[config.mk]
export PLATFORM = sky130hd
export DESIGN_NAME = dcc_core_control
export DESIGN_NICKNAME = d
export VERILOG_FILES = /design/src/dcc_pkg.sv /design/src/dcc_core_control.sv
export SDC_FILE = /design/constraint.sdc
export NUM_CORES = 1
export LEC_CHECK = 0
export ABC_CLOCK_PERIOD_IN_PS = 3400
export BUFFER_PORTS_ARGS = -buffer_cell sky130_fd_sc_hd__buf_2
export CAP_MARGIN = 20
export CORE_AREA = 2 2 56 58
export DETAILED_ROUTE_END_ITERATION = 16
export DIE_AREA = 0 0 58 60
export GPL_TIMING_DRIVEN = 0
export HOLD_SLACK_MARGIN = 0.03
export PLACE_DENSITY = 0.79
export REMOVE_ABC_BUFFERS = 1
export SETUP_SLACK_MARGIN = 0.4
export SLEW_MARGIN = 20
export SYNTH_ARGS = -nofsm -noshare
export SYNTH_HDL_FRONTEND = slang
export SYNTH_SLANG_ARGS = --single-unit
[constraint.sdc]
create_clock -name i_clk -period 3.4 [get_ports i_clk]
set_input_delay 1.02 -clock i_clk [delete_from_list [all_inputs] [get_ports i_clk]]
set_output_delay 1.02 -clock i_clk [all_outputs]
set_load 0.005 [all_outputs]
[src/dcc_pkg.sv]
// Constants and types for the core control register block.
// Assumes a single core clock and a plain register port.
package dcc_pkg;

    // Register port widths
    localparam int ADDR_W = 4;
    localparam int DATA_W = 16;

    // Register offset
    localparam logic [3:0] CORE_CONTROL_OFFSET = 4'h0;

    // Field positions
    localparam int MUL_SIGN_HI = 13;
    localparam int MUL_SIGN_LO = 12;
    localparam int LOOP_TERM_BIT = 11;
    localparam int LOOP_DEPTH_HI = 10;
    localparam int LOOP_DEPTH_LO = 8;
    localparam int SAT_A_BIT = 7;
    localparam int SAT_B_BIT = 6;
    localparam int STORE_SAT_BIT = 5;
    localparam int SAT_POINT_BIT = 4;
    localparam int PRIO_MSB_BIT = 3;

    // Field encodings
    localparam logic [1:0] MUL_SIGNED_CODE = 2'h0;
    localparam logic [1:0] MUL_UNSIGNED_CODE = 2'h1;
    localparam logic [2:0] LOOP_DEPTH_NONE = 3'h0;
    localparam logic [2:0] LOOP_DEPTH_MAX = 3'h7;
    localparam logic [2:0] LOOP_DEPTH_ONE = 3'h1;

    // Configuration carried to the engine
    typedef struct packed {
        logic [1:0] multiply_signedness;
        logic accum_a_sat_enable;
        logic accum_b_sat_enable;
        logic store_saturation_enable;
        logic saturation_point_select;
    } dcc_cfg_type;

    // Reset values
    localparam dcc_cfg_type CFG_RESET = '{
        multiply_signedness: 2'h0,
        accum_a_sat_enable: 1'b0,
        accum_b_sat_enable: 1'b0,
        store_saturation_enable: 1'b1,
        saturation_point_select: 1'b0
    };
    localparam logic PRIO_MSB_RESET = 1'b0;

endpackage

[src/dcc_core_control.sv]
// Core control register: engine configuration and core state.
// Assumes loop and priority inputs come from core-clock logic.
`timescale 1ns/1ps
module dcc_core_control
    import dcc_pkg::*;
(
    input wire logic i_clk, // Core clock, 100 MHz
    input wire logic i_rst_n, // Async reset, active low
    input wire logic [ADDR_W-1:0] i_addr, // Register address
    input wire logic [DATA_W-1:0] i_wdata, // Write data
    input wire logic i_wr, // Write strobe
    input wire logic i_rd, // Read strobe
    output logic [DATA_W-1:0] o_rdata, // Read data, next cycle
    input wire logic i_loop_start, // Loop entered, pulse
    input wire logic i_loop_iter_end, // Iteration closes, pulse
    input wire logic i_loop_done, // Loop ends by count, pulse
    input wire logic i_prio_msb_set, // Core raises top bit
    input wire logic [2:0] i_status_prio, // Status word priority
    output dcc_cfg_type o_cfg, // Engine configuration
    output logic o_mul_unsigned, // Multiplies unsigned
    output logic [2:0] o_loop_depth, // Active loop depth
    output logic o_loop_terminate, // Early exit pending
    output logic o_loop_exit, // Early exit taken, pulse
    output logic [3:0] o_cpu_priority_level // Full priority level
);

    // Decoded register access
    logic hit;
    logic wr_cc;
    logic rd_cc;
    assign hit = (i_addr == CORE_CONTROL_OFFSET);
    assign wr_cc = i_wr & hit;
    assign rd_cc = i_rd & hit;

    // Configuration group
    dcc_cfg_type cfg_r;
    dcc_cfg_type cfg_nxt;
    logic mul_uns_r;
    logic mul_uns_nxt;

    // Loop group
    logic [2:0] depth_r;
    logic [2:0] depth_nxt;
    logic term_r;
    logic term_nxt;
    logic exit_r;
    logic exit_nxt;
    logic loop_end;
    logic early_end;

    // Priority group
    logic prio_r;
    logic prio_nxt;
    logic [3:0] level_r;
    logic [3:0] level_nxt;

    // Read group
    logic [DATA_W-1:0] rdata_r;
    logic [DATA_W-1:0] rdata_nxt;
    logic [DATA_W-1:0] image;

    // Configuration next values
    always_comb begin
        cfg_nxt = cfg_r;
        if (wr_cc) begin
            cfg_nxt.multiply_signedness = i_wdata[MUL_SIGN_HI:MUL_SIGN_LO];
            cfg_nxt.accum_a_sat_enable = i_wdata[SAT_A_BIT];
            cfg_nxt.accum_b_sat_enable = i_wdata[SAT_B_BIT];
            cfg_nxt.store_saturation_enable = i_wdata[STORE_SAT_BIT];
            cfg_nxt.saturation_point_select = i_wdata[SAT_POINT_BIT];
        end
        // Only code 01 selects unsigned; others stay signed
        mul_uns_nxt = (cfg_nxt.multiply_signedness == MUL_UNSIGNED_CODE);
    end

    // Configuration registers
    always_ff @(posedge i_clk or negedge i_rst_n) begin
        if (!i_rst_n) begin
            cfg_r <= CFG_RESET;
            mul_uns_r <= 1'b0;
        end else begin
            cfg_r <= cfg_nxt;
            mul_uns_r <= mul_uns_nxt;
        end
    end

    // Loop ends by count, or early on a pending request
    assign early_end = term_r & i_loop_iter_end;
    assign loop_end = i_loop_done | early_end;

    // Loop depth and terminate next values
    always_comb begin
        depth_nxt = depth_r;
        // Enter and leave in one cycle keeps the depth
        if (i_loop_start && !loop_end) begin
            if (depth_r != LOOP_DEPTH_MAX) begin
                depth_nxt = depth_r + LOOP_DEPTH_ONE;
            end
        end else if (loop_end && !i_loop_start) begin
            if (depth_r != LOOP_DEPTH_NONE) begin
                depth_nxt = depth_r - LOOP_DEPTH_ONE;
            end
        end
        // Request cleared when taken, a new write wins
        term_nxt = term_r & ~loop_end;
        if (wr_cc && i_wdata[LOOP_TERM_BIT]) begin
            term_nxt = 1'b1;
        end
        // No loop left to end
        if (depth_nxt == LOOP_DEPTH_NONE) begin
            term_nxt = 1'b0;
        end
        exit_nxt = early_end;
    end

    // Loop registers
    always_ff @(posedge i_clk or negedge i_rst_n) begin
        if (!i_rst_n) begin
            depth_r <= LOOP_DEPTH_NONE;
            term_r <= 1'b0;
            exit_r <= 1'b0;
        end else begin
            depth_r <= depth_nxt;
            term_r <= term_nxt;
            exit_r <= exit_nxt;
        end
    end

    // Priority top bit: hardware set wins over write clear
    always_comb begin
        prio_nxt = prio_r;
        if (i_prio_msb_set) begin
            prio_nxt = 1'b1;
        end else if (wr_cc && !i_wdata[PRIO_MSB_BIT]) begin
            prio_nxt = 1'b0;
        end
        // Top bit above the status word bits
        level_nxt = {prio_nxt, i_status_prio};
    end

    // Priority registers
    always_ff @(posedge i_clk or negedge i_rst_n) begin
        if (!i_rst_n) begin
            prio_r <= PRIO_MSB_RESET;
            level_r <= 4'h0;
        end else begin
            prio_r <= prio_nxt;
            level_r <= level_nxt;
        end
    end

    // Register image; terminate bit always reads zero
    always_comb begin
        image = '0;
        image[MUL_SIGN_HI:MUL_SIGN_LO] = cfg_r.multiply_signedness;
        image[LOOP_TERM_BIT] = 1'b0;
        image[LOOP_DEPTH_HI:LOOP_DEPTH_LO] = depth_r;
        image[SAT_A_BIT] = cfg_r.accum_a_sat_enable;
        image[SAT_B_BIT] = cfg_r.accum_b_sat_enable;
        image[STORE_SAT_BIT] = cfg_r.store_saturation_enable;
        image[SAT_POINT_BIT] = cfg_r.saturation_point_select;
        image[PRIO_MSB_BIT] = prio_r;
        // Unmapped addresses and idle cycles read zero
        rdata_nxt = rd_cc ? image : '0;
    end

    // Read data register
    always_ff @(posedge i_clk or negedge i_rst_n) begin
        if (!i_rst_n) begin
            rdata_r <= '0;
        end else begin
            rdata_r <= rdata_nxt;
        end
    end

    // Outputs straight from flip-flops
    assign o_rdata = rdata_r;
    assign o_cfg = cfg_r;
    assign o_mul_unsigned = mul_uns_r;
    assign o_loop_depth = depth_r;
    assign o_loop_terminate = term_r;
    assign o_loop_exit = exit_r;
    assign o_cpu_priority_level = level_r;
endmodule // dcc_core_control

======== Word level (Yosys, flattened, before mapping) ========
Index checks and enable logic that the tools add are counted.
word-level totals
  register bits after elaboration ......... 31
  input port bits ......................... 31
  output and inout bits ................... 32
operators by class
  add/subtract/negate cells ............... 2
  equal/unequal tests ..................... 2
  multiplexer cells ....................... 10
  bitwise operators ....................... 6
  reductions and logical operators ........ 10
operator list
  kind                                                                count
  14-bit 2-to-1 mux                                                   1
  3-bit 2-to-1 mux                                                    4
  6-bit 2-to-1 mux                                                    1
  1-bit bitwise AND                                                   4
  1-bit logical AND                                                   4
  4-bit zero test                                                     1
  1-bit 2-to-1 mux                                                    4
  3-bit by 1-bit adder with 3-bit output, second input constant       1
  1-bit zero test                                                     3
  3-bit zero test                                                     1
  3-bit inequality test, second input constant                        1
  3-bit nonzero test                                                  1
  3-bit by 1-bit subtractor with 3-bit output, second input constant  1
  2-bit by 1-bit == test with 1-bit output, second input constant     1
  1-bit inverter                                                      1
  1-bit OR                                                            1

======== Depth between registers and ports, before layout ========
  depth after elaboration ................. 7
  mapped depth ............................ 7
  mapped depth without buffers ............ 7

======== Worst setup path before layout ========
No wires, ideal clock.
  path kind ............................... input -> register
  start ................................... input port i_addr[1]
  end ..................................... register mul_uns_r (netlist: o_mul_unsigned)
  setup time .............................. 0.115 ns
  data arrival time ....................... 1.972 ns
  required time ........................... 3.285 ns
  slack ................................... 1.313 ns
  stages .................................. 4
  cell sequence ........................... nor4_2 > nand2_2 > mux2_4 > nor2b_4
RTL lines
  element               RTL line                text
  from (decl)           dcc_core_control.sv:9   input wire logic [ADDR_W-1:0] i_addr,
  to (signal assigned)  dcc_core_control.sv:83  mul_uns_r <= mul_uns_nxt;
  to (decl)             dcc_core_control.sv:38  logic mul_uns_r;

==> flow_summary.json <==
{
  "pin_count": 63,
  "yosys_warnings": 0,
  "r2r_end": "o_loop_terminate",
  "final_cell_area_um2": 1360,
  "synth_enable_flop_cells": 0,
  "netlist.top_cell.by_area": "sky130_fd_sc_hd__dfrtp_1",
  "synthTopCellsByCount": "25 x sky130_fd_sc_hd__dfrtp_1, 10 x sky130_fd_sc_hd__and3_1, 7 x sky130_fd_sc_hd__buf_4, 4 x sky130_fd_sc_hd__inv_1, 4 x sky130_fd_sc_hd__mux2_2",
  "fmax_ghz": 0.416,
  "crit_path_kind": "in2reg",
  "timing.final.max_slew_violations": 0,
  "synth_top_area_share_pct": 57.2,
  "mappedNetlistArea_um2": 1090,
  "skew_ps": 5.14,
  "cts-root-buf": "sky130_fd_sc_hd__clkbuf_4",
  "postSynthRegisterBits": 26,
  "global_route.usage.total_pct": 12.8,
  "r2r.worst_path.cells": 7,
  "die_width_um": 58,
  "critical_path_s_largest_stage_delay_ps": 740,
  "first_iter_violations": 12,
  "cp-end-kind": "flop",
  "crit_chain": "buf_2 -> nor4_2 -> nand2_2 -> mux2_4 -> nor2b_4",
  "globalRoute.totalOverflow": 0,
  "insertion_delay_to_the_later_sink_of_the_worst_skew_pair_ps": 310,
  "clkSinkCount": 26,
  "max-clock-path-buffers": 2,
  "detailed_place_hpwl_um": 1800,
  "grt_max_degree": 27,
  "routedWlPerCell_um": 13.2,
  "post_cts_buffers": 0,
  "tightestPinTransition_ps": 836,
  "routabilityCongestion": 0.739,
  "max_cap_viol_count": 0,
  "synthDistinctLibCells": 30,
  "slew-limit-headroom_pct": 43.8,
  "net-switching-power_w": 0.000248,
  "via_count_of_the_first_global_routing_pass": 762,
  "arrival_ps": 2630,
  "tritoncts": "yes",
  "initial_core_util_pct": 37.7,
  "startpoint_type": "input pin",
  "worst_hold_startpoint": "o_cpu_priority_level[3]",
  "run_status": "finished, final reports clean",
  "antenna_found_initial": 0,
  "antennaDiodeCount": 0,
  "syn_avg_cell_area_um2": 13.2,
  "drtPass1Iterations": 4,
  "io_buffer_count": 48,
  "finalPower_w": 0.000768,
  "comb_power_share_pct": 32.1,
  "setup-violations-final": 0,
  "number_of_cell_rows": 20,
  "fin_crit_ps": 2400,
  "static-leakage-power_nw": 0.777,
  "post_detailed_route_drc_marker_count": 0,
  "async_flop_share_pct": 100,
  "min-delay-path-class": "reg2reg",
  "ir_drop_uv": 234,
  "worst_hold_path.num_cells": 1,
  "fp.coreArea_um2": 2900,
  "cts_made_buffers": 3,
  "finalCritPeriodShare_pct": 70.7,
  "synth_ff_type": "sky130_fd_sc_hd__dfrtp_1",
  "timing.hold.worst_endpoint": "o_rdata[3]",
  "die_height_um": 60,
  "synth_seq_area_share_pct": 59.6,
  "worst-endpoint-required_ps": 3620,
  "post_cts_hold_buffer_count": 0,
  "detailed_place.area_um2": 1340,
  "timing.critical_path.fanout_max": 12,
  "cts-resized-gates": 0,
  "share_seq_of_total_power_pct": 51.2,
  "hold_violations": 0,
  "post_cts_clock_slew_at_the_launch_and_capture_registers_of_the_worst_setup_and_hold_paths_ps": 130,
  "mapped_cells": 83,
  "clock_power_share_pct": 16.8,
  "layout.nets": 167,
  "share_of_post_route_cells_with_drive_strength_above_1_pct": 49.2,
  "viasPerCell": 4.76,
  "grt_first_pass_wirelength_um": 3370,
  "synth.most_common_cell": "sky130_fd_sc_hd__dfrtp_1",
  "fin_setup_tns_ps": 0,
  "internal-power_w": 0.000520,
  "area_growth_syn_to_layout_pct": 24.7,
  "critical-path-slowest-cell": "sky130_fd_sc_hd__nor4_2",
  "grt_setup_unrepaired": "no",
  "synth.top_cells.by_area": "sky130_fd_sc_hd__dfrtp_1 57%, sky130_fd_sc_hd__and3_1 5.7%, sky130_fd_sc_hd__buf_4 4.8%",
  "power_density_nw_per_um2": 563,
  "ctsHtreeMaxLevel": 1,
  "antenna_left": 0,
  "dr_total_vias": 786,
  "reg_to_reg_critical_path_startpoint": "o_loop_depth[1]",
  "register_to_register_setup_slack_ps": 1680,
  "drt-total-wl_um": 2180,
  "power.share.switching_pct": 32.3,
  "design.die.area_um2": 3480
}
## per-layer routing
metal,track usage [%],part of all wire (%),vias up
li1,-,-,375
met4,5.98,0.37,0
met5,0,0,-
met3,2.38,6.1,2
met1,14.0,36,381
met2,23.9,57,28
## per-stage QoR
step,cells,worst slack [ps],hold WS (ps),util [%]
after floorplan,80,1040,518,-
after global routing,165,847,582,47.0
after CTS,165,969,558,47.0
after detailed placement,161,629,529,46.1
after global placement,161,682,510,46.1
final,165,997,554,47.0
## placed cells by master (no fill, tap or decap), types with 2 or more instances in the layout
master	instances
sky130_fd_sc_hd__and3_1	10
sky130_fd_sc_hd__buf_2	48
sky130_fd_sc_hd__clkbuf_4	3
sky130_fd_sc_hd__conb_1	6
sky130_fd_sc_hd__dfrtp_1	25
sky130_fd_sc_hd__ha_1	3
sky130_fd_sc_hd__inv_1	4
sky130_fd_sc_hd__mux2_2	4
sky130_fd_sc_hd__mux2_4	2
sky130_fd_sc_hd__nand2_1	2
sky130_fd_sc_hd__nand2b_1	2
sky130_fd_sc_hd__nand3_1	3
sky130_fd_sc_hd__o21ai_0	2
## critical path, delay by kind of cell
kind / cells / cell delay [ps]
and+or+nand+nor: 3 / 1130
muxes: 1 / 360
buffers and inverters: 1 / 100
## power by group through the flow
stage                     clock network, W  registers [W]  logic, W
after floorplan                          0       0.000395  0.000145
after CTS                         0.000132       0.000393  0.000245
final                             0.000129       0.000393  0.000246
after detailed placement                 0       0.000399  0.000243
after global routing              0.000144       0.000401  0.000269
after global placement                   0       0.000395  0.000228
## state kept, by name (all words and copies together), names as in the netlist
| register | cells |
|---|---|
| o_rdata | 10 |
| o_cfg | 6 |
| o_cpu_priority_level | 4 |
| o_loop_depth | 3 |
| o_loop_exit | 1 |
| o_loop_terminate | 1 |
| o_mul_unsigned | 1 |
## logic make-up after synthesis
kind of cell / count (synthesis) / synth area share, %
compound gates: 9 / 6.98
xor+xnor: 1 / 0.801
fa+ha+maj: 3 / 3.43
buf+inv: 12 / 6.52
flops: 26 / 59.6
mux: 6 / 6.86
other cells: 1 / 0.343
simple gates: 25 / 15.4
## worst max-delay path by stage
stage | slack, ps | cells past startpoint | startpoint | endpoint
2_1_floorplan | 1040 | 4 | i_addr[1] | o_mul_unsigned
3_3_place_gp | 680 | 5 | i_addr[1] | o_mul_unsigned
3_5_place_dp | 630 | 5 | i_addr[1] | o_mul_unsigned
4_1_cts | 970 | 5 | i_addr[1] | o_mul_unsigned
5_1_grt | 850 | 5 | i_addr[1] | o_mul_unsigned
6_report | 1000 | 5 | i_addr[1] | o_mul_unsigned
## area by class of cell
| type | instances | area (um^2) |
|---|---|---|
| Sequential cell | 26 | 652 |
| Multi-Input combinational cell | 50 | 389 |
| Inverter | 4 | 15.0 |
| Clock buffer | 4 | 26.3 |
| Tap cell | 33 | 41.3 |
| Timing Repair Buffer | 48 | 240 |
| Fill cell | 265 | 1540 |
No activity file was read; power rests on OpenSTA's default activity.
